<file path="src/design/smpc_pkg.sv">
// Constants and types shared by the sensor power-mode control block
package smpc_pkg;

    // ------------------------------------------------------------------
    // Register offsets
    // ------------------------------------------------------------------
    localparam logic [7:0] ADDR_INACT_THRESH = 8'h25;
    localparam logic [7:0] ADDR_INACT_TIME = 8'h26;
    localparam logic [7:0] ADDR_RATE = 8'h2C;
    localparam logic [7:0] ADDR_POWER = 8'h2D;
    localparam logic [7:0] ADDR_MODE_STATUS = 8'h3F;

    // ------------------------------------------------------------------
    // Field positions
    // ------------------------------------------------------------------
    localparam int PWR_MEASURE_BIT = 3;
    localparam int PWR_AUTOSLEEP_BIT = 4;
    localparam int PWR_LINK_BIT = 5;
    localparam int RATE_LOWPWR_BIT = 4;
    localparam int RATE_CODE_LSB = 0;

    // ------------------------------------------------------------------
    // Reset values
    // ------------------------------------------------------------------
    localparam logic [7:0] RST_INACT_THRESH = 8'h00;
    localparam logic [7:0] RST_INACT_TIME = 8'h00;
    localparam logic [7:0] RST_RATE = 8'h0A;
    localparam logic [7:0] RST_POWER = 8'h00;
    localparam logic [7:0] RD_UNMAPPED = 8'h00;

    // ------------------------------------------------------------------
    // Rate codes
    // ------------------------------------------------------------------
    localparam logic [3:0] RATE_CODE_MAX = 4'hF;
    localparam logic [3:0] RATE_CODE_MIN = 4'h6;
    localparam logic [3:0] LP_CODE_LO = 4'h7;
    localparam logic [3:0] LP_CODE_HI = 4'hC;
    localparam logic [3:0] SLEEP_RATE_CODE = 4'h6;

    // ------------------------------------------------------------------
    // Timing
    // ------------------------------------------------------------------
    localparam int CLK_HZ = 40_000_000;
    localparam int ODR_MAX_HZ = 3200;
    localparam int TICK_MAX_CYCLES = CLK_HZ / ODR_MAX_HZ;
    localparam int INACT_UNIT_S = 1;
    localparam int SECOND_CYCLES = CLK_HZ * INACT_UNIT_S;

    // ------------------------------------------------------------------
    // Operating modes
    // ------------------------------------------------------------------
    typedef enum logic [1:0] {
        MODE_STANDBY = 2'b00,
        MODE_MEASURE = 2'b01,
        MODE_SLEEP = 2'b10
    } smpc_mode_e;

endpackage

</file>
<file path="src/design/smpc_rate_if.sv">
// Carrier between the mode controller and the sample rate generator
interface smpc_rate_if;
    logic run;
    logic [3:0] rate_code;
    logic lp_sel;
    logic out_tick;
    logic conv_tick;

    modport gen (
        input run,
        input rate_code,
        input lp_sel,
        output out_tick,
        output conv_tick
    );

    modport ctl (
        output run,
        output rate_code,
        output lp_sel,
        input out_tick,
        input conv_tick
    );
endinterface

</file>
<file path="src/design/smpc_rate_gen.sv">
// Output data rate and internal conversion tick generator
module smpc_rate_gen
    import smpc_pkg::*;
#(
    parameter int TICK_CYCLES = TICK_MAX_CYCLES
) (
    input wire logic clock,
    input wire logic reset_n,
    input wire logic ce,
    smpc_rate_if.gen rif
);

    localparam logic [23:0] BASE_PERIOD = 24'(TICK_CYCLES);

    logic [23:0] cnt_r;
    logic tick_r;
    logic conv_r;
    logic phase_r;

    // ------------------------------------------------------------------
    // Period decode
    // ------------------------------------------------------------------
    // Codes below the slowest rate clamp to it
    wire logic [3:0] eff_code_w = (rif.rate_code < RATE_CODE_MIN) ?
        RATE_CODE_MIN : rif.rate_code;
    // Each code step below the top halves the rate
    wire logic [3:0] shift_w = RATE_CODE_MAX - eff_code_w;
    wire logic [23:0] period_w = BASE_PERIOD << shift_w;
    wire logic wrap_w = (cnt_r >= (period_w - 24'h000001));
    // Reduced sampling only pays off in the mid rate band
    wire logic lp_range_w = rif.lp_sel && (eff_code_w >= LP_CODE_LO) &&
        (eff_code_w <= LP_CODE_HI);

    // ------------------------------------------------------------------
    // Counter and ticks
    // ------------------------------------------------------------------
    // Halted counter produces no ticks at all
    always_ff @(posedge clock or negedge reset_n) begin
        if (!reset_n) begin
            cnt_r <= 24'h000000;
            tick_r <= 1'b0;
            conv_r <= 1'b0;
            phase_r <= 1'b0;
        end else if (ce) begin
            if (!rif.run) begin
                cnt_r <= 24'h000000;
                tick_r <= 1'b0;
                conv_r <= 1'b0;
                phase_r <= 1'b0;
            end else begin
                cnt_r <= wrap_w ? 24'h000000 : cnt_r + 24'h000001;
                tick_r <= wrap_w;
                conv_r <= wrap_w && (!lp_range_w || phase_r);
                phase_r <= wrap_w ? ~phase_r : phase_r;
            end
        end
    end

    assign rif.out_tick = tick_r;
    assign rif.conv_tick = conv_r;

endmodule // smpc_rate_gen

</file>
<file path="src/design/smpc_power_ctrl.sv">
// Power-mode controller: registers, mode machine, autosleep timer
module smpc_power_ctrl
    import smpc_pkg::*;
#(
    parameter int TICK_CYCLES = TICK_MAX_CYCLES,
    parameter int SEC_CYCLES = SECOND_CYCLES
) (
    input wire logic clock,
    input wire logic reset_n,
    input wire logic ce,
    input wire logic main_supply_ok,
    input wire logic interface_supply_ok,
    input wire logic reg_wr,
    input wire logic reg_rd,
    input wire logic [7:0] reg_addr,
    input wire logic [7:0] reg_wdata,
    input wire logic sample_valid,
    input wire logic [7:0] sample_level,
    output logic [7:0] reg_rdata,
    output logic [1:0] mode,
    output logic sample_tick,
    output logic conv_tick,
    output logic low_power_active
);

    localparam logic [25:0] SEC_LAST = 26'(SEC_CYCLES - 1);

    smpc_mode_e state_r;
    smpc_mode_e state_nxt;
    logic [1:0] main_sync_r;
    logic [1:0] iface_sync_r;
    logic [7:0] inactivity_threshold_r;
    logic [7:0] inactivity_time_r;
    logic [7:0] rate_and_power_select_r;
    logic [7:0] power_control_r;
    logic [7:0] reg_rdata_r;
    logic [25:0] sub_cnt_r;
    logic [7:0] sec_cnt_r;
    logic sample_tick_r;
    logic conv_tick_r;
    logic low_power_active_r;

    smpc_rate_if rif ();

    // ------------------------------------------------------------------
    // Supply level synchronisers
    // ------------------------------------------------------------------
    // Supply flags arrive from outside the clock domain
    always_ff @(posedge clock or negedge reset_n) begin
        if (!reset_n) begin
            main_sync_r <= 2'h0;
            iface_sync_r <= 2'h0;
        end else if (ce) begin
            main_sync_r <= {main_sync_r[0], main_supply_ok};
            iface_sync_r <= {iface_sync_r[0], interface_supply_ok};
        end
    end

    wire logic main_ok_w = main_sync_r[1];
    wire logic iface_ok_w = iface_sync_r[1];

    // ------------------------------------------------------------------
    // Register decode
    // ------------------------------------------------------------------
    // Port is live whenever the interface supply is up, in any mode
    wire logic wr_ok_w = reg_wr && iface_ok_w;
    wire logic wr_thresh_w = wr_ok_w && (reg_addr == ADDR_INACT_THRESH);
    wire logic wr_time_w = wr_ok_w && (reg_addr == ADDR_INACT_TIME);
    wire logic wr_rate_w = wr_ok_w && (reg_addr == ADDR_RATE);
    wire logic wr_power_w = wr_ok_w && (reg_addr == ADDR_POWER);
    wire logic [7:0] status_w = {6'h00, state_r};
    wire logic [7:0] rd_mux_w =
        (reg_addr == ADDR_INACT_THRESH) ? inactivity_threshold_r :
        (reg_addr == ADDR_INACT_TIME) ? inactivity_time_r :
        (reg_addr == ADDR_RATE) ? rate_and_power_select_r :
        (reg_addr == ADDR_POWER) ? power_control_r :
        (reg_addr == ADDR_MODE_STATUS) ? status_w : RD_UNMAPPED;

    // ------------------------------------------------------------------
    // Control fields
    // ------------------------------------------------------------------
    wire logic measure_w = power_control_r[PWR_MEASURE_BIT];
    // Autosleep needs both the enable and the link bit
    wire logic auto_on_w = power_control_r[PWR_AUTOSLEEP_BIT] &&
        power_control_r[PWR_LINK_BIT];
    wire logic lp_bit_w = rate_and_power_select_r[RATE_LOWPWR_BIT];
    wire logic [3:0] code_w = rate_and_power_select_r[RATE_CODE_LSB +: 4];
    // Activity means a sample strictly above the threshold
    wire logic active_w = sample_valid &&
        (sample_level > inactivity_threshold_r);
    wire logic restart_w = !auto_on_w || (state_r != MODE_MEASURE) ||
        active_w;
    // A zero time never triggers sleep
    wire logic timeout_w = (inactivity_time_r != 8'h00) &&
        (sec_cnt_r >= inactivity_time_r);

    // ------------------------------------------------------------------
    // Register file
    // ------------------------------------------------------------------
    // Host writes, plus registered read data
    always_ff @(posedge clock or negedge reset_n) begin
        if (!reset_n) begin
            inactivity_threshold_r <= RST_INACT_THRESH;
            inactivity_time_r <= RST_INACT_TIME;
            rate_and_power_select_r <= RST_RATE;
            power_control_r <= RST_POWER;
            reg_rdata_r <= RD_UNMAPPED;
        end else if (ce) begin
            if (wr_thresh_w) inactivity_threshold_r <= reg_wdata;
            if (wr_time_w) inactivity_time_r <= reg_wdata;
            if (wr_rate_w) rate_and_power_select_r <= reg_wdata;
            if (wr_power_w) power_control_r <= reg_wdata;
            if (reg_rd) reg_rdata_r <= iface_ok_w ? rd_mux_w : RD_UNMAPPED;
        end
    end

    // ------------------------------------------------------------------
    // Mode machine
    // ------------------------------------------------------------------
    // Next mode from measure bit, supplies and inactivity
    always_comb begin
        state_nxt = state_r;
        unique case (state_r)
            MODE_STANDBY: begin
                if (measure_w && main_ok_w && iface_ok_w) begin
                    state_nxt = MODE_MEASURE;
                end
            end
            MODE_MEASURE: begin
                if (!measure_w || !main_ok_w) begin
                    state_nxt = MODE_STANDBY;
                end else if (auto_on_w && timeout_w) begin
                    state_nxt = MODE_SLEEP;
                end
            end
            MODE_SLEEP: begin
                if (!measure_w || !main_ok_w) begin
                    state_nxt = MODE_STANDBY;
                end else if (!auto_on_w) begin
                    state_nxt = MODE_MEASURE;
                end
            end
            default: begin
                state_nxt = MODE_STANDBY;
            end
        endcase
    end

    // Reset leaves the part in standby
    always_ff @(posedge clock or negedge reset_n) begin
        if (!reset_n) begin
            state_r <= MODE_STANDBY;
        end else if (ce) begin
            state_r <= state_nxt;
        end
    end

    // ------------------------------------------------------------------
    // Inactivity timer
    // ------------------------------------------------------------------
    // Whole seconds of inactivity, saturating
    always_ff @(posedge clock or negedge reset_n) begin
        if (!reset_n) begin
            sub_cnt_r <= 26'h0000000;
            sec_cnt_r <= 8'h00;
        end else if (ce) begin
            if (restart_w) begin
                sub_cnt_r <= 26'h0000000;
                sec_cnt_r <= 8'h00;
            end else if (sub_cnt_r == SEC_LAST) begin
                sub_cnt_r <= 26'h0000000;
                if (sec_cnt_r != 8'hFF) sec_cnt_r <= sec_cnt_r + 8'h01;
            end else begin
                sub_cnt_r <= sub_cnt_r + 26'h0000001;
            end
        end
    end

    // ------------------------------------------------------------------
    // Sample rate generation
    // ------------------------------------------------------------------
    // Standby halts sampling; no buffer is cleared on the way
    assign rif.run = (state_r != MODE_STANDBY);
    // Sleep drops to the slowest rate
    assign rif.rate_code = (state_r == MODE_SLEEP) ? SLEEP_RATE_CODE :
        code_w;
    assign rif.lp_sel = lp_bit_w;

    smpc_rate_gen #(
        .TICK_CYCLES(TICK_CYCLES)
    ) u_rate_gen (
        .clock(clock),
        .reset_n(reset_n),
        .ce(ce),
        .rif(rif.gen)
    );

    // Output stage, every output from a flop
    always_ff @(posedge clock or negedge reset_n) begin
        if (!reset_n) begin
            sample_tick_r <= 1'b0;
            conv_tick_r <= 1'b0;
            low_power_active_r <= 1'b0;
        end else if (ce) begin
            sample_tick_r <= rif.out_tick && rif.run;
            conv_tick_r <= rif.conv_tick && rif.run;
            low_power_active_r <= lp_bit_w;
        end
    end

    assign reg_rdata = reg_rdata_r;
    assign mode = state_r;
    assign sample_tick = sample_tick_r;
    assign conv_tick = conv_tick_r;
    assign low_power_active = low_power_active_r;

    // ------------------------------------------------------------------
    // Assertions
    // ------------------------------------------------------------------
    property p_supply_standby;
        @(posedge clock) disable iff (!reset_n)
        (ce && !main_ok_w) |=> (state_r == MODE_STANDBY);
    endproperty
    a_supply_standby: assert property (p_supply_standby)
        else $error("mode not standby without main supply");

    property p_enter_measure;
        @(posedge clock) disable iff (!reset_n)
        (ce && state_r == MODE_STANDBY && measure_w && main_ok_w &&
            iface_ok_w) |=> (state_r == MODE_MEASURE);
    endproperty
    a_enter_measure: assert property (p_enter_measure)
        else $error("measure bit did not start measurement");

    property p_leave_measure;
        @(posedge clock) disable iff (!reset_n)
        (ce && state_r == MODE_MEASURE && !measure_w) |=>
            (state_r == MODE_STANDBY);
    endproperty
    a_leave_measure: assert property (p_leave_measure)
        else $error("clearing measure did not reach standby");

    property p_write_any_mode;
        @(posedge clock) disable iff (!reset_n)
        (ce && wr_thresh_w) |=> (inactivity_threshold_r == $past(reg_wdata));
    endproperty
    a_write_any_mode: assert property (p_write_any_mode)
        else $error("threshold write lost");

    property p_standby_quiet;
        @(posedge clock) disable iff (!reset_n)
        (state_r == MODE_STANDBY) [*3] |-> (!sample_tick_r && !conv_tick_r);
    endproperty
    a_standby_quiet: assert property (p_standby_quiet)
        else $error("sample tick while in standby");

    property p_lp_flag;
        @(posedge clock) disable iff (!reset_n)
        ce ##1 ce |-> (low_power_active_r == $past(lp_bit_w));
    endproperty
    a_lp_flag: assert property (p_lp_flag)
        else $error("low power flag does not follow select bit");

    property p_sleep_cause;
        @(posedge clock) disable iff (!reset_n)
        $rose(state_r == MODE_SLEEP) |->
            ($past(timeout_w) && $past(auto_on_w));
    endproperty
    a_sleep_cause: assert property (p_sleep_cause)
        else $error("sleep entered before inactivity time");

    property p_sleep_entry;
        @(posedge clock) disable iff (!reset_n)
        (ce && state_r == MODE_MEASURE && measure_w && main_ok_w &&
            auto_on_w && timeout_w) |=> (state_r == MODE_SLEEP);
    endproperty
    a_sleep_entry: assert property (p_sleep_entry)
        else $error("inactivity timeout did not enter sleep");

    property p_timer_restart;
        @(posedge clock) disable iff (!reset_n)
        (ce && (active_w || !auto_on_w)) |=>
            (sec_cnt_r == 8'h00 && sub_cnt_r == 26'h0000000);
    endproperty
    a_timer_restart: assert property (p_timer_restart)
        else $error("inactivity timer not restarted");

    property p_sleep_to_standby;
        @(posedge clock) disable iff (!reset_n)
        (ce && state_r == MODE_SLEEP && !measure_w) |=>
            (state_r == MODE_STANDBY && sec_cnt_r == 8'h00);
    endproperty
    a_sleep_to_standby: assert property (p_sleep_to_standby)
        else $error("clearing measure while asleep failed");

    c_measure: cover property (@(posedge clock) disable iff (!reset_n)
        state_r == MODE_STANDBY ##1 state_r == MODE_MEASURE);
    c_sleep: cover property (@(posedge clock) disable iff (!reset_n)
        state_r == MODE_MEASURE ##1 state_r == MODE_SLEEP);
    c_lp_conv: cover property (@(posedge clock) disable iff (!reset_n)
        sample_tick_r && !conv_tick_r);

endmodule // smpc_power_ctrl

</file>
<file path="config.mk">
export PLATFORM = sky130hd
export DESIGN_NAME = smpc_power_ctrl
export DESIGN_NICKNAME = d
export VERILOG_FILES = /design/src/design/smpc_pkg.sv /design/src/design/smpc_rate_if.sv /design/src/design/smpc_rate_gen.sv /design/src/design/smpc_power_ctrl.sv
export SDC_FILE = /design/constraint.sdc
export NUM_CORES = 1
export LEC_CHECK = 0
export BUFFER_PORTS_ARGS = -buffer_cell sky130_fd_sc_hd__buf_2
export CORE_MARGIN = 2
export CORE_UTILIZATION = 53
export DETAILED_ROUTE_END_ITERATION = 12
export GPL_TIMING_DRIVEN = 0
export PLACE_DENSITY = 0.74
export RECOVER_POWER = 25
export SYNTH_ARGS = -nofsm -noshare
export SYNTH_HDL_FRONTEND = slang
export SYNTH_SLANG_ARGS = --single-unit
</file>
<file path="constraint.sdc">
create_clock -name clock -period 3.6 [get_ports clock]
set_input_delay 0.36 -clock clock [delete_from_list [all_inputs] [get_ports clock]]
set_output_delay 0.36 -clock clock [all_outputs]
set_load 0.05 [all_outputs]
</file>
## After elaboration in Yosys (flattened, before gate mapping)

Index checks and enable logic that the tools add are counted.

| operators by class | value |
|---|---|
| add/sub/neg operators | 5 |
| $lt $le $gt $ge | 6 |
| equal/unequal tests | 14 |
| shifts and indexed selects | 1 |
| multiplexer cells | 25 |
| bitwise gates (word level) | 1 |
| reductions and logical operators | 37 |

Operators with widths:

| cell | count |
|---|---|
| 8-bit 2-to-1 mux | 8 |
| 26-bit 2-to-1 mux | 2 |
| 24-bit 2-to-1 mux | 2 |
| 8-bit by 6-bit == test with 1-bit output, second input constant | 5 |
| 26-bit by 1-bit adder with 26-bit output, second input constant | 1 |
| 26-bit == test, second input constant | 1 |
| 24-bit by 1-bit adder with 24-bit output, second input constant | 1 |
| 24-bit >= comparator | 1 |
| 14-bit by 4-bit left shift with 24-bit output, first input constant | 1 |
| 24-bit by 1-bit subtractor with 24-bit output, second input constant | 1 |
| 1-bit logical AND | 16 |
| 2-bit 2-to-1 mux | 6 |
| 2-bit AND reduction | 6 |
| 8-bit by 1-bit adder with 8-bit output, second input constant | 1 |
| 8-bit >= comparator | 1 |
| 8-bit greater-than comparator | 1 |
| 4-bit 2-to-1 mux | 2 |
| 8-bit inequality test, second input constant | 1 |
| 8-bit nonzero test | 1 |
| 3-bit inequality test, second input constant | 2 |
| 2-bit case mux with 3 select lines | 1 |
| 2-bit nonzero test | 3 |
| 4-bit by 3-bit >= comparator with 1-bit output, second input constant | 1 |
| 4-bit <= comparator, second input constant | 1 |
| 13 further kinds | 23 |

| word-level totals | value |
|---|---|
| register bits after elaboration | 110 |
| logic and storage cells | 106 |

## Depth between registers and ports, before layout

Gate-level depths: netlist (run 1).

| depth | value |
|---|---|
| depth in word-level cells | 11 |
| mapped depth | 20 |
| depth with buffers taken out | 18 |

## By module

A second synthesis (run 1) with hierarchy kept.

| unflattened totals | value |
|---|---|
| cells, all modules | 689 |
| area total of the unflattened synthesis | 6729.0 sq um |

By module, submodules not included:

| module | instances | cells each | area each (sq um) | seq. area each (sq um) |
|---|---|---|---|---|
| smpc_power_ctrl | 1 | 422 | 4366.7 | 2079.5 |
| smpc_rate_gen | 1 | 267 | 2362.3 | 675.6 |

## Worst setup path before layout (run 1)

Ideal clock, no wire load.

| path | value |
|---|---|
| path type | reg-to-reg |
| start | register state_r[1] (netlist: mode[1]) |
| end | register u_rate_gen.cnt_r[13] |
| arrival | 3.876 ns |
| data required time | 3.479 ns |
| slack | -0.397 ns |
| cell stages (with the launch flop) | 20 |
| path buffers | 2 |
| clock period less this slack | 3.997 ns |
| cell sequence | dfrtp_1 -> clkbuf_1 -> nand2b_1 -> nand2_1 -> inv_1 -> nand2b_1 -> ha_1 -> nand3_1 -> ha_1 -> nand2_1 -> xnor2_1 -> o21ai_0 -> ha_1 -> nand4_1 -> or3_1 -> a211o_1 -> nand4_1 -> clkbuf_1 -> o21ai_0 -> a22o_1 |

| on the way | value |
|---|---|
| word-level cells in the longest chain between the ends | 10 |
| elaborated cells between the ends (all ways) | 11 |
| those cells by class | 2 x add/sub; 2 x order compare; 1 x eq/ne; 1 x shift; 4 x mux; 1 x reduce/logical |

Ends and longest elaborated chain:

| item | RTL line | source |
|---|---|---|
| start: declaration | smpc_power_ctrl.sv:28 | `smpc_mode_e state_r;` |
| start signal: assignment | smpc_power_ctrl.sv:154 | `state_r <= state_nxt;` |
| 2-bit == test | smpc_power_ctrl.sv:185 | `assign rif.rate_code = (state_r == MODE_SLEEP) ? SLEEP_RATE_CODE :` |
| 4-bit 2-to-1 mux | smpc_power_ctrl.sv:185 |  |
| 4-bit by 3-bit less-than comparator with 1-bit output | smpc_rate_gen.sv:24 | `wire logic [3:0] eff_code_w = (rif.rate_code < RATE_CODE_MIN) ?` |
| 4-bit 2-to-1 mux | smpc_rate_gen.sv:24 |  |
| 4-bit subtractor | smpc_rate_gen.sv:27 | `wire logic [3:0] shift_w = RATE_CODE_MAX - eff_code_w;` |
| 14-bit by 4-bit left shift with 24-bit output | smpc_rate_gen.sv:28 | `wire logic [23:0] period_w = BASE_PERIOD << shift_w;` |
| 24-bit by 1-bit subtractor with 24-bit output | smpc_rate_gen.sv:29 | `wire logic wrap_w = (cnt_r >= (period_w - 24'h000001));` |
| 24-bit >= comparator | smpc_rate_gen.sv:29 |  |
| 24-bit 2-to-1 mux | smpc_rate_gen.sv:51 | `cnt_r <= wrap_w ? 24'h000000 : cnt_r + 24'h000001;` |
| 24-bit 2-to-1 mux * | smpc_rate_gen.sv:45 | `if (!rif.run) begin` |
| end signal: assignment | smpc_rate_gen.sv:51 |  |
| end: declaration | smpc_rate_gen.sv:15 | `logic [23:0] cnt_r;` |

Mark *: on every way between the ends. The rest lies on a longest branch, timed or not.
A chain may end at the register's enable or synchronous reset.

## Worst setup path in the final report (run 1)

| path | value |
|---|---|
| start | register rate_and_power_select_r[3] |
| end | register u_rate_gen.cnt_r[4] |

| on the way | value |
|---|---|
| word-level cells in the longest chain between the ends | 9 |

Ends and longest elaborated chain:

| item | RTL line | source |
|---|---|---|
| start: declaration | smpc_power_ctrl.sv:34 | `logic [7:0] rate_and_power_select_r;` |
| start signal: assignment | smpc_power_ctrl.sv:111 | `if (wr_rate_w) rate_and_power_select_r <= reg_wdata;` |
| 4-bit 2-to-1 mux * | smpc_power_ctrl.sv:185 |  |
| 4-bit by 3-bit less-than comparator with 1-bit output | smpc_rate_gen.sv:24 |  |
| 4-bit 2-to-1 mux * | smpc_rate_gen.sv:24 |  |
| 4-bit subtractor * | smpc_rate_gen.sv:27 |  |
| 14-bit by 4-bit left shift with 24-bit output * | smpc_rate_gen.sv:28 |  |
| 24-bit by 1-bit subtractor with 24-bit output * | smpc_rate_gen.sv:29 |  |
| 24-bit >= comparator * | smpc_rate_gen.sv:29 |  |
| 24-bit 2-to-1 mux * | smpc_rate_gen.sv:51 |  |
| 24-bit 2-to-1 mux * | smpc_rate_gen.sv:45 |  |

Marks and branches as above.

==> results of run 1 <==
-- flip-flops by register name, indices dropped and copies added, names as in the netlist, 2 cells and up --
name and cells:
u_rate_gen.cnt_r 24, iface_sync_r 2, mode 2, sec_cnt_r 8
rate_and_power_select_r 8, main_sync_r 2, reg_rdata 8, inactivity_threshold_r 8
sub_cnt_r 26, power_control_r 8, inactivity_time_r 8
-- routing by layer --
layer | wire, um | global-route usage [%] | vias up
met4 | 345 | 8.78 | 0
met5 | 0 | 0 | -
met2 | 8380 | 44.5 | 175
met1 | 7110 | 32.0 | 2865
met3 | 778 | 6.02 | 29
li1 | - | - | 2725
-- Yosys cell counts (all sizes together) (5+ instances only) --
| master | n | share of area [%] |
|---|---|---|
| o21ai | 38 | 2.8 |
| nor4 | 11 | 1.0 |
| a221o | 6 | 0.89 |
| a22o | 13 | 1.7 |
| nand2 | 61 | 3.4 |
| buf | 12 | 1.1 |
| a222oi | 8 | 1.2 |
| nor2b | 10 | 0.93 |
| xnor2 | 16 | 2.1 |
| xor2 | 13 | 1.7 |
| a21o | 7 | 0.78 |
| mux2i | 6 | 0.89 |
| a31oi | 5 | 0.46 |
| ha | 51 | 9.5 |
| and3 | 15 | 1.4 |
| dfrtp | 108 | 40 |
| nand3 | 36 | 2.8 |
| a21oi | 29 | 2.3 |
| nand4 | 15 | 1.4 |
| inv | 42 | 2.4 |
| nor3 | 18 | 1.5 |
| nor2 | 70 | 4.1 |
| clkbuf | 12 | 0.67 |
| o22ai | 8 | 0.74 |
| nand2b | 7 | 0.65 |
| mux2 | 32 | 5.4 |
-- worst paths after layout --
check,from,to,slack [ps],depth (start not counted)
min in group asynchronous,reset_n,u_rate_gen.cnt_r[16],430,1
worst min-delay path,reg_wdata[4],inactivity_threshold_r[4],260,3
worst min register to register,sample_tick,sample_tick,510,1
worst max-delay path,rate_and_power_select_r[3],u_rate_gen.cnt_r[4],100,18
max in group asynchronous,reset_n,mode[1],2070,1
worst max register to register,rate_and_power_select_r[3],u_rate_gen.cnt_r[4],100,18
-- worst min-delay path, cell delays in order --
cell and delay, ps:
buf_2 110, nand2_1 50, o21ai_0 60
-- cell type report --
class	instances	area, um^2	area share, %
Timing Repair Buffer	65	414	5.29
Buffer	21	133	1.70
Multi-Input combinational cell	532	3840	49.1
Tap cell	172	215	2.75
Inverter	42	163	2.08
Clock buffer	9	225	2.88
Clock inverter	7	72.6	0.928
Sequential cell	110	2760	35.3
-- power breakdown --
| part | total (W) | internal [W] | leakage [nW] | switching [W] |
|---|---|---|---|---|
| sequential | 0.00126 | 0.00125 | 1.48 | 0.0000108 |
| clock | 0.000978 | 0.000486 | 0.139 | 0.000492 |
| combinational | 0.000152 | 0.0000549 | 1.94 | 0.0000975 |
| total | 0.00239 | 0.00179 | 3.56 | 0.000600 |
-- kinds of logic after synthesis --
| kind of cell | after synthesis | synth area share [%] |
|---|---|---|
| AND/OR/NAND/NOR | 269 | 20.5 |
| AO/OA/AOI/OAI | 145 | 15.0 |
| flip-flops | 110 | 40.9 |
| buffers and inverters | 66 | 4.13 |
| adder cells (fa/ha/maj) | 51 | 9.48 |
| multiplexers | 38 | 6.24 |
| XOR/XNOR | 29 | 3.77 |
-- timing repair --
item                       CTS  global route
setup buffers               10            11
cloned                       1             0
pin swaps                    5            24
resized for setup           23            27
setup endpoints to repair   27            27
-- metrics by stage --
step / cell area (um^2) / setup slack [ps] / cells / util, % / hold WS, ps
floorplan: 6780 / 35.7 / 708 / - / 64.4
global placement: 7200 / -438 / 922 / 57.5 / 474
detailed placement: 7230 / -587 / 923 / 57.8 / 474
CTS: 7690 / 22.4 / 948 / 61.4 / 132
global route: 7820 / -67.7 / 958 / 62.5 / 253
finish: 7820 / 104 / 958 / 62.5 / 259
==> Flow_metrics.wiki, run 1 <==
{| class="wikitable"
! Metric !! Value
|-
| Portion of the clock cycle consumed by the worst path in the final layout || 97.1%
|-
| Area growth from synthesis to final layout || 16.2%
|-
| Slew Limit Fails || 64
|-
| Final net count || 864
|-
| Average routed wire per standard cell || 17.3 um
|-
| Number of global-route vias before repair || 5802
|-
| I/O Pins || 45
|-
| Max-cap violations || 1
|-
| Initial standard-cell utilization of the core || 53.8%
|-
| H-tree levels || 3
|-
| Type of element launching the critical path || flip-flop
|-
| First-iteration detailed-routing DRC count || 376
|-
| Mean instance size in the synthesized netlist || 9.51 um^2
|-
| Grt ovf || 0
|-
| Leading cell type in the layout, fill and taps excluded || dfrtp_1
|-
| Slew at the pin closest to its max-slew limit || 1660 ps
|-
| TritonCTS clock tree || built
|-
| Number of synthesis warnings || 0
|-
| Arrival @ worst endpoint || 3740 ps
|-
| Unrepaired setup endpoints after global routing || true
|-
| Endpoint class of the critical path || flip-flop
|-
| #FFs+latches synth || 110
|-
| Die outline area || 0.0136 mm^2
|-
| Number of fill cells || 1079
|-
| Kind of cell with the highest combined delay on the critical path || simple AND/OR/NAND/NOR gates
|-
| Die height || 117 um
|-
| Clk sink count || 110
|-
| Async set or reset register ratio after synthesis || 100%
|-
| Worst clock skew on the final layout || 7.72 ps
|-
| Number of clock buffers inserted by TritonCTS || 9
|-
| Fraction of layout instances using a drive strength above 1 || 21.6%
|-
| Total routing resource utilization after global routing || 25.8%
|-
| DRT Pass-1 Iters || 5
|-
| Row count || 41
|-
| Final HPWL from detailed placement || 12.2 mm
|-
| Clock slew at reported path FFs || 80 ps
|-
| Post-synth top flop || dfrtp_1
|-
| Worst hold-check path type || in -> reg
|-
| Post-Route Setup TNS || 0 ps
|-
| Number of enable flip-flop cells after synthesis || 0
|-
| WS Path Type || reg -> reg
|-
| Worst path required time || 3850 ps
|-
| I/O Buffers || 42
|-
| Power Total || 0.00239 W
|-
| Number of vias per cell after detailed routing || 6.05
|-
| Lkg Pwr || 3.56 nW
|-
| Power density cells || 305 mW/mm^2
|-
| RePlAce Congestion || 0.883
|-
| Clock tree root buffer cell || clkbuf_16
|-
| Synth cell types || 69
|-
| Count of buffering cells on the critical path with inverters included || 3
|-
| Crit-path slowest cell || dfstp_2
|-
| Maximum count of clock buffers along a single path || 2
|-
| Hold_buf cts || 0
|-
| Maximum vdd ir drop || 350 uV
|-
| Violations in the final reports || max-capacitance violations, max-slew violations
|-
| Floorplan Core Area || 0.0125 mm^2
|-
| Run status || complete, but fails checks
|-
| Most used cells in the layout excluding fill and tap cells || 105 x dfrtp_1, 67 x nor2_1, 59 x nand2_1, 48 x ha_1, 45 x buf_2
|-
| Synthesized netlist cell count || 708
|-
| Min cycle time layout || 3500 ps
|-
| Vias post-DR || 5794
|-
| Inserted Diodes || 0
|-
| Maximum clock frequency || 286 MHz
|-
| Maximum number of pins on one net before global-route repair || 65
|-
| Critical path cell sequence || a21o_1 -> nand3_4 -> inv_4 -> ha_4 -> nand3_4 -> ha_4 -> nand2_2 -> xnor2_1 -> o21ai_1 -> ha_1 -> nand4_1 -> or3_4 -> a211o_1 -> nand4_1 -> buf_6 -> buf_8 -> o21ai_1 -> a22o_1
|-
| Final Hold Vio Count || 0
|-
| Drc violations || 0
|-
| Clock insertion delay at the later pin of the skew report || 360 ps
|-
| Post-route antenna net violation count || 0
|-
| Critical Path Fanout Max || 6
|-
| Horiz. Die Dim || 117 um
|-
| Wire length of the first global-routing pass || 27.6 mm
|-
| Number of antenna violations at the first check in global routing || 0
|-
| Syn_nets || 791
|-
| Headroom to the max-slew limit || -10.3%
|-
| Portion of the post-synthesis area used by sequential elements || 40.9%
|-
| Sum of routed wire length over all layers || 16.6 mm
|-
| Mapped cell area || 0.00673 mm^2
|-
| Final setup fails || 0
|-
| Max stage delay on crit path || 580 ps
|}
(Power assumes the default switching activity.)
==> inputs of run 2 (changes only) <==
--- a/config.mk
+++ b/config.mk
@@ -5,12 +5,12 @@
 export SDC_FILE = /design/constraint.sdc
 export NUM_CORES = 1
 export LEC_CHECK = 0
-export BUFFER_PORTS_ARGS = -buffer_cell sky130_fd_sc_hd__buf_2
 export CORE_MARGIN = 2
 export CORE_UTILIZATION = 53
 export DETAILED_ROUTE_END_ITERATION = 12
+export DONT_BUFFER_PORTS = 1
 export GPL_TIMING_DRIVEN = 0
-export PLACE_DENSITY = 0.74
+export PLACE_DENSITY = 0.71
 export RECOVER_POWER = 25
 export SYNTH_ARGS = -nofsm -noshare
 export SYNTH_HDL_FRONTEND = slang
==> run 2 against run 1 <==
The flow finishes with violations (max-capacitance violations, max-slew violations, negative setup slack); cell count fell by 4.3%; worst setup slack got worse by 220 ps; combinational power fell by 14%; total power fell by 0.29%; sequential power barely moved; routed wire length fell by 0.95%; die area did not move; critical path depth did not move; via count fell by 3.4%; worst hold slack got worse by 150 ps; largest power group unchanged; highest routed layer unchanged.
==> Flow_metrics.wiki, run 2 (synthesized netlist as in run 1, its figures left out) <==
{| class="wikitable"
! Metric !! Value
|-
| Run status || complete, but fails checks
|-
| Violations in the final reports || max-capacitance violations, max-slew violations, negative setup slack
|-
| Clk sink count || 110
|-
| Number of vias per cell after detailed routing || 6.10
|-
| Total internal power || 0.00178 W
|-
| First-iteration detailed-routing DRC count || 398
|-
| Die height || 117 um
|-
| Number of antenna violations at the first check in global routing || 0
|-
| Max reg flops || 26
|-
| Die outline area || 0.0136 mm^2
|-
| Maximum count of clock buffers along a single path || 2
|-
| Lkg Pwr || 3.39 nW
|-
| Endpoint class of the critical path || flip-flop
|-
| Reg2Reg Launch Point || mode[0]
|-
| Relative contribution of the clock network to total power || 41.6%
|-
| Portion of the clock cycle consumed by the worst path in the final layout || 103%
|-
| Sum of routed wire length over all layers || 16.5 mm
|-
| Initial standard-cell utilization of the core || 53.8%
|-
| Number of global-route vias before repair || 5657
|-
| Smallest setup slack after layout || -115 ps
|-
| Clock tree root buffer cell || clkbuf_16
|-
| Clock slew at reported path FFs || 80 ps
|-
| Net switching component of the power || 0.000599 W
|-
| Post-placement cell area || 0.00699 mm^2
|-
| Final setup fails || 13
|-
| Post-Route Hold Slack || 110 ps
|-
| Critical Path Fanout Max || 8
|-
| Slew at the pin closest to its max-slew limit || 2420 ps
|-
| Final standard cell count with taps included and fillers excluded || 917
|-
| Final net count || 823
|-
| Type of element launching the critical path || flip-flop
|-
| Area of the multi-input gates || 0.00390 mm^2
|-
| Power density cells || 310 mW/mm^2
|-
| Clock insertion delay at the later pin of the skew report || 370 ps
|-
| Fraction of power consumed by sequential logic || 52.9%
|-
| Arrival @ worst endpoint || 3960 ps
|-
| Drc violations || 0
|-
| TritonCTS clock tree || built
|-
| Non-Filler Cell Area, Final || 0.00769 mm^2
|-
| Final Hold Vio Count || 0
|-
| Largest registers ranked by flip-flop count || sub_cnt_r x26, u_rate_gen.cnt_r x24
|-
| Max-cap violations || 1
|-
| Maximum vdd ir drop || 291 uV
|-
| Most used cells in the layout excluding fill and tap cells || 106 x dfrtp_1, 67 x nor2_1, 59 x nand2_1, 47 x ha_1, 38 x inv_1
|-
| Unrepaired setup endpoints after global routing || true
|-
| Worst clock skew on the final layout || 10.8 ps
|-
| Share of total power consumed by net switching || 25.2%
|-
| Inserted Diodes || 0
|-
| Part of the power in combinational logic || 5.4%
|-
| Worst hold-check path type || in -> reg
|-
| Final HPWL from detailed placement || 11.7 mm
|-
| Row count || 41
|-
| Grt ovf || 0
|-
| Hold_sp || reg_wdata[5]
|-
| Leading cell type in the layout, fill and taps excluded || dfrtp_1
|-
| H-tree levels || 3
|-
| Number of fill cells || 1043
|-
| DRT Pass-1 Iters || 7
|-
| Most flops, register || sub_cnt_r
|-
| Startpoint of the most critical setup path || mode[0]
|-
| Area of all sequential standard cells || 0.00276 mm^2
|-
| Horiz. Die Dim || 117 um
|-
| Total routing resource utilization after global routing || 26.3%
|-
| Worst path required time || 3850 ps
|-
| Post-placement worst setup slack || -718 ps
|-
| Maximum number of pins on one net before global-route repair || 111
|-
| Average routed wire per standard cell || 17.9 um
|-
| Floorplan Core Area || 0.0125 mm^2
|-
| Headroom to the max-slew limit || -61.3%
|-
| Maximum clock frequency || 269 MHz
|-
| Area growth from synthesis to final layout || 14.2%
|-
| WS Path Type || reg -> reg
|-
| Post-route antenna net violation count || 0
|-
| RePlAce Congestion || 0.857
|-
| I/O Buffers || 0
|-
| Wire length of the first global-routing pass || 28.1 mm
|-
| Slew Limit Fails || 111
|-
| I/O Pins || 45
|-
| Min cycle time layout || 3720 ps
|-
| Placed Instances || 880
|-
| Post-Route Setup TNS || -982 ps
|-
| Fraction of layout instances using a drive strength above 1 || 18.4%
|-
| Number of clock buffers inserted by TritonCTS || 9
|-
| Vias post-DR || 5596
|}
## run 2: cell types whose count changed in the layout (fill, tap and decap cells not counted), moves of 2 or more
cell / delta
clkinv_8: -2
buf_8: +2
inv_8: +2
o21ai_2: +7
buf_2: -40
dfrtp_2: -2
clkinvlp_4: -2
buf_4: -5
inv_6: +2
o21ai_0: -7
## run 2: power by group through the flow
stage	Clock, W	Sequential (W)	Combinational (W)
finish	0.000992	0.00126	0.000130
global route	0.00106	0.00126	0.000147
CTS	0.00101	0.00126	0.000130
detailed placement	0	0.00128	0.0000930
global placement	0	0.00128	0.0000886
floorplan	0	0.00128	0.0000714
## run 2: critical path, stage by stage, from the launching register on
cell and delay, ps:
dfrtp_4 600, nand2b_4 210, nand2_4 90, inv_4 50, nand2b_4 120, ha_4 200
buf_4 120, nor2_1 50, o21ai_1 180, nand2_1 100, ha_1 280, nand4_1 140
or3_4 410, a211o_1 310, nand4_1 150, buf_6 150, clkbuf_16 140, o21ai_2 50
a22o_1 220
## run 2: final timing paths
path	to	slack, ps	depth (start not counted)
hold reg to reg	iface_sync_r[0]	510	1
setup / recovery	u_rate_gen.cnt_r[14]	-120	18
setup reg to reg	u_rate_gen.cnt_r[14]	-120	18
max in group asynchronous	mode[0]	490	2
min in group asynchronous	inactivity_time_r[2]	1410	2
hold / removal	inactivity_threshold_r[5]	110	2
## run 2: layout make-up
type,instances,area share (%)
inverters,42,2.15
clock buffers,10,2.98
clock inverters,6,0.781
multi-input cells,532,50.7
plain buffers,23,2.21
repair buffers,22,2.49
well taps,172,2.80
flip-flops and latches,110,35.9
## run 2: repair_timing
| action | in CTS | in global routing |
|---|---|---|
| gates cloned | 2 | 0 |
| endpoints found under the hold margin | 110 | 0 |
| endpoints found under the setup margin | 27 | 27 |
| pin swaps | 29 | 28 |
| hold buffers | 2 | 0 |
| buffers inserted | 15 | 3 |
| resized for setup | 51 | 27 |
## run 2: metrics by stage
stage	total power, W	utilization [%]
2_1_floorplan	0.00135	-
3_3_place_gp	0.00137	55.8
3_5_place_dp	0.00138	55.8
4_1_cts	0.00240	60.9
5_1_grt	0.00247	61.4
6_report	0.00238	61.4
## run 2: layer usage
| layer | wire (um) | up-vias | GRT usage [%] | share of wire [%] |
|---|---|---|---|---|
| met1 | 7120 | 2805 | 33.6 | 43 |
| met4 | 300 | 0 | 9.25 | 1.8 |
| met2 | 8270 | 124 | 44.5 | 50 |
| met5 | 0 | - | 0 | 0 |
| met3 | 767 | 28 | 5.40 | 4.7 |
| li1 | - | 2639 | - | - |
==> inputs of run 3 (changes only) <==
--- a/config.mk
+++ b/config.mk
@@ -10,8 +10,9 @@
 export DETAILED_ROUTE_END_ITERATION = 12
 export DONT_BUFFER_PORTS = 1
 export GPL_TIMING_DRIVEN = 0
-export PLACE_DENSITY = 0.71
-export RECOVER_POWER = 25
+export PLACE_DENSITY = 0.68
+export RECOVER_POWER = 50
+export SETUP_SLACK_MARGIN = 0.4
 export SYNTH_ARGS = -nofsm -noshare
 export SYNTH_HDL_FRONTEND = slang
 export SYNTH_SLANG_ARGS = --single-unit
==> constraint.sdc (replaced) <==
create_clock -name clock -period 4.2 [get_ports clock]
set_input_delay 0.42 -clock clock [delete_from_list [all_inputs] [get_ports clock]]
set_output_delay 0.42 -clock clock [all_outputs]
set_load 0.05 [all_outputs]
==> run 3 against run 2 <==
The flow finishes with violations (max-capacitance violations, max-slew violations); total power fell by 14%; non-clock buffer count fell by 7; utilization fell by 1.5 points; die area did not move; sequential share of layout area rose by 0.89 points; worst hold slack improved by 64 ps; worst setup slack improved by 560 ps; cell area fell by 2.5%; clock-buffer cell count fell by 1; maximum frequency fell by 1.2%; flip-flop and latch count did not move; via count fell by 0.45%; critical endpoint is now u_rate_gen.cnt_r[8]; highest routed layer unchanged.
==> Flow_metrics.wiki, run 3 (synthesized netlist as in run 1, its figures left out) <==
{| class="wikitable"
! Metric !! Value
|-
| Run status || complete, but fails checks
|-
| Violations in the final reports || max-capacitance violations, max-slew violations
|-
| Type of element launching the critical path || flip-flop
|-
| Max-cap violations || 1
|-
| Maximum number of pins on one net before global-route repair || 111
|-
| Row count || 41
|-
| Count of buffering cells on the critical path with inverters included || 4
|-
| Arrival @ worst endpoint || 4050 ps
|-
| Wire length of the first global-routing pass || 27.3 mm
|-
| Leading cell type in the layout, fill and taps excluded || dfrtp_1
|-
| Headroom to the max-slew limit || -80.2%
|-
| Reg2Reg Launch Point || mode[1]
|-
| Number of clock buffers inserted by TritonCTS || 9
|-
| Power density cells || 273 mW/mm^2
|-
| First-iteration detailed-routing DRC count || 385
|-
| Maximum count of clock buffers along a single path || 2
|-
| Hold_sp || reg_wdata[4]
|-
| Number of fill cells || 1106
|-
| Inserted Diodes || 0
|-
| Critical path cell sequence || buf_8 -> nand2b_4 -> nand2_4 -> inv_4 -> nand2b_4 -> ha_4 -> nand3_1 -> ha_2 -> nand3_1 -> a21oi_1 -> a21oi_1 -> o22ai_1 -> ha_1 -> a21o_1 -> a221oi_2 -> o32a_1 -> nand4_1 -> buf_6 -> buf_4 -> o21ai_0 -> a22o_1
|-
| Total routing resource utilization after global routing || 25.6%
|-
| Area of the multi-input gates || 0.00381 mm^2
|-
| Maximum clock frequency || 266 MHz
|-
| Kind of cell with the highest combined delay on the critical path || compound AO/OA/AOI/OAI gates
|-
| WS Path Type || reg -> reg
|-
| RePlAce Congestion || 0.872
|-
| DRT Pass-1 Iters || 6
|-
| Number of vias per cell after detailed routing || 6.12
|-
| Number of global-route vias before repair || 5466
|-
| Vias post-DR || 5571
|-
| Post-Route Hold Slack || 174 ps
|-
| Unrepaired setup endpoints after global routing || true
|-
| H-tree levels || 3
|-
| Post-route antenna net violation count || 0
|-
| Sum of routed wire length over all layers || 16.3 mm
|-
| Initial standard-cell utilization of the core || 53.8%
|-
| Final HPWL from detailed placement || 11.6 mm
|-
| Min cycle time layout || 3760 ps
|-
| Startpoint of the most critical setup path || mode[1]
|-
| Critical Path Fanout Max || 4
|-
| Portion of the clock cycle consumed by the worst path in the final layout || 89.5%
|-
| Power Total || 0.00205 W
|-
| TritonCTS clock tree || built
|-
| Placed Instances || 880
|-
| Smallest setup slack after layout || 442 ps
|-
| Clock slew at reported path FFs || 80 ps
|-
| Average routed wire per standard cell || 17.9 um
|-
| Clock tree root buffer cell || clkbuf_16
|-
| Most used cells in the layout excluding fill and tap cells || 107 x dfrtp_1, 68 x nor2_1, 60 x nand2_1, 48 x ha_1, 38 x inv_1
|-
| Fraction of layout instances using a drive strength above 1 || 15.3%
|-
| Maximum vdd ir drop || 260 uV
|-
| Worst clock skew on the final layout || 10.3 ps
|-
| Post-placement worst setup slack || -395 ps
|-
| Slew Limit Fails || 111
|-
| Max stage delay on crit path || 680 ps
|-
| Worst path required time || 4500 ps
|-
| Crit-path slowest cell || dfrtp_1
|-
| Non-Filler Cell Area, Final || 0.00750 mm^2
|-
| Floorplan Core Area || 0.0125 mm^2
|-
| Clock insertion delay at the later pin of the skew report || 360 ps
|-
| Horiz. Die Dim || 117 um
|-
| Worst hold-check path type || in -> reg
|-
| Hold depth || 2
|-
| Grt ovf || 0
|-
| Cell depth of the worst setup path || 21
|-
| Number of antenna violations at the first check in global routing || 0
|-
| Final standard cell count with taps included and fillers excluded || 910
|-
| Endpoint class of the critical path || flip-flop
|-
| Clk sink count || 110
|-
| Most flops, register || sub_cnt_r
|-
| Drc violations || 0
|-
| I/O Buffers || 0
|-
| Final Hold Vio Count || 0
|-
| Final net count || 816
|-
| Die outline area || 0.0136 mm^2
|-
| Max reg flops || 26
|-
| Die height || 117 um
|-
| Slew at the pin closest to its max-slew limit || 2700 ps
|-
| Lkg Pwr || 3.33 nW
|-
| Largest registers ranked by flip-flop count || sub_cnt_r x26, u_rate_gen.cnt_r x24
|-
| Depth of the most critical reg-to-reg path || 21
|-
| Post-placement cell area || 0.00695 mm^2
|-
| Area of all sequential standard cells || 0.00276 mm^2
|-
| Area growth from synthesis to final layout || 11.4%
|-
| I/O Pins || 45
|-
| Final setup fails || 0
|}
[run 3: changes by cell type in the layout (fill, tap and decap cells not counted), moves of 2 or more]
cell      change
nand3_4       -2
o21ai_2      -10
o21ai_0      +11
nand3_1       +2
buf_6         -4
buf_4         -4
clkbuf_2      +3
[run 3: where the power goes]
part | internal (W) | switching (W) | total, W
logic | 0.0000331 | 0.0000707 | 0.000104
registers | 0.00107 | 0.0000119 | 0.00108
clock network | 0.000424 | 0.000439 | 0.000863
[run 3: per-layer routing]
metal  GRT usage, %  routed length (um)  up-vias
li1               -                   -     2626
met1           33.7                7230     2801
met2           43.3                8120      125
met3           5.45                 675       19
met4           6.75                 218        0
met5              0                   0        -
[run 3: stage by stage]
step	utilization, %	TNS, ps
final	59.9	0
after global routing	59.9	0
after CTS	59.3	0
after detailed placement	55.5	-5680
after global placement	55.5	-4480
after floorplan	-	0
[run 3: final cells by class]
class	count	area share, %
flip-flops and latches	110	36.8
well taps	172	2.87
plain buffers	24	2.02
multi-input cells	532	50.8
clock inverters	7	1.00
inverters	42	2.17
repair buffers	14	1.38
clock buffers	9	3.00
[run 3: final timing paths]
| kind | slack, ps | end |
|---|---|---|
| max | 440 | u_rate_gen.cnt_r[8] |
| min | 170 | inactivity_threshold_r[4] |
| max reg2reg | 440 | u_rate_gen.cnt_r[8] |
| min reg2reg | 510 | power_control_r[0] |
| max in group asynchronous | 1370 | mode[0] |
| min in group asynchronous | 910 | inactivity_threshold_r[2] |
[run 3: timing repair]
action                                  CTS  global route
resized for setup                        23            27
buffers inserted                          8             4
pin swaps                                 4            11
hold buffers                              1             0
endpoints found under the setup margin   27            27
endpoints found under the hold margin   110             0
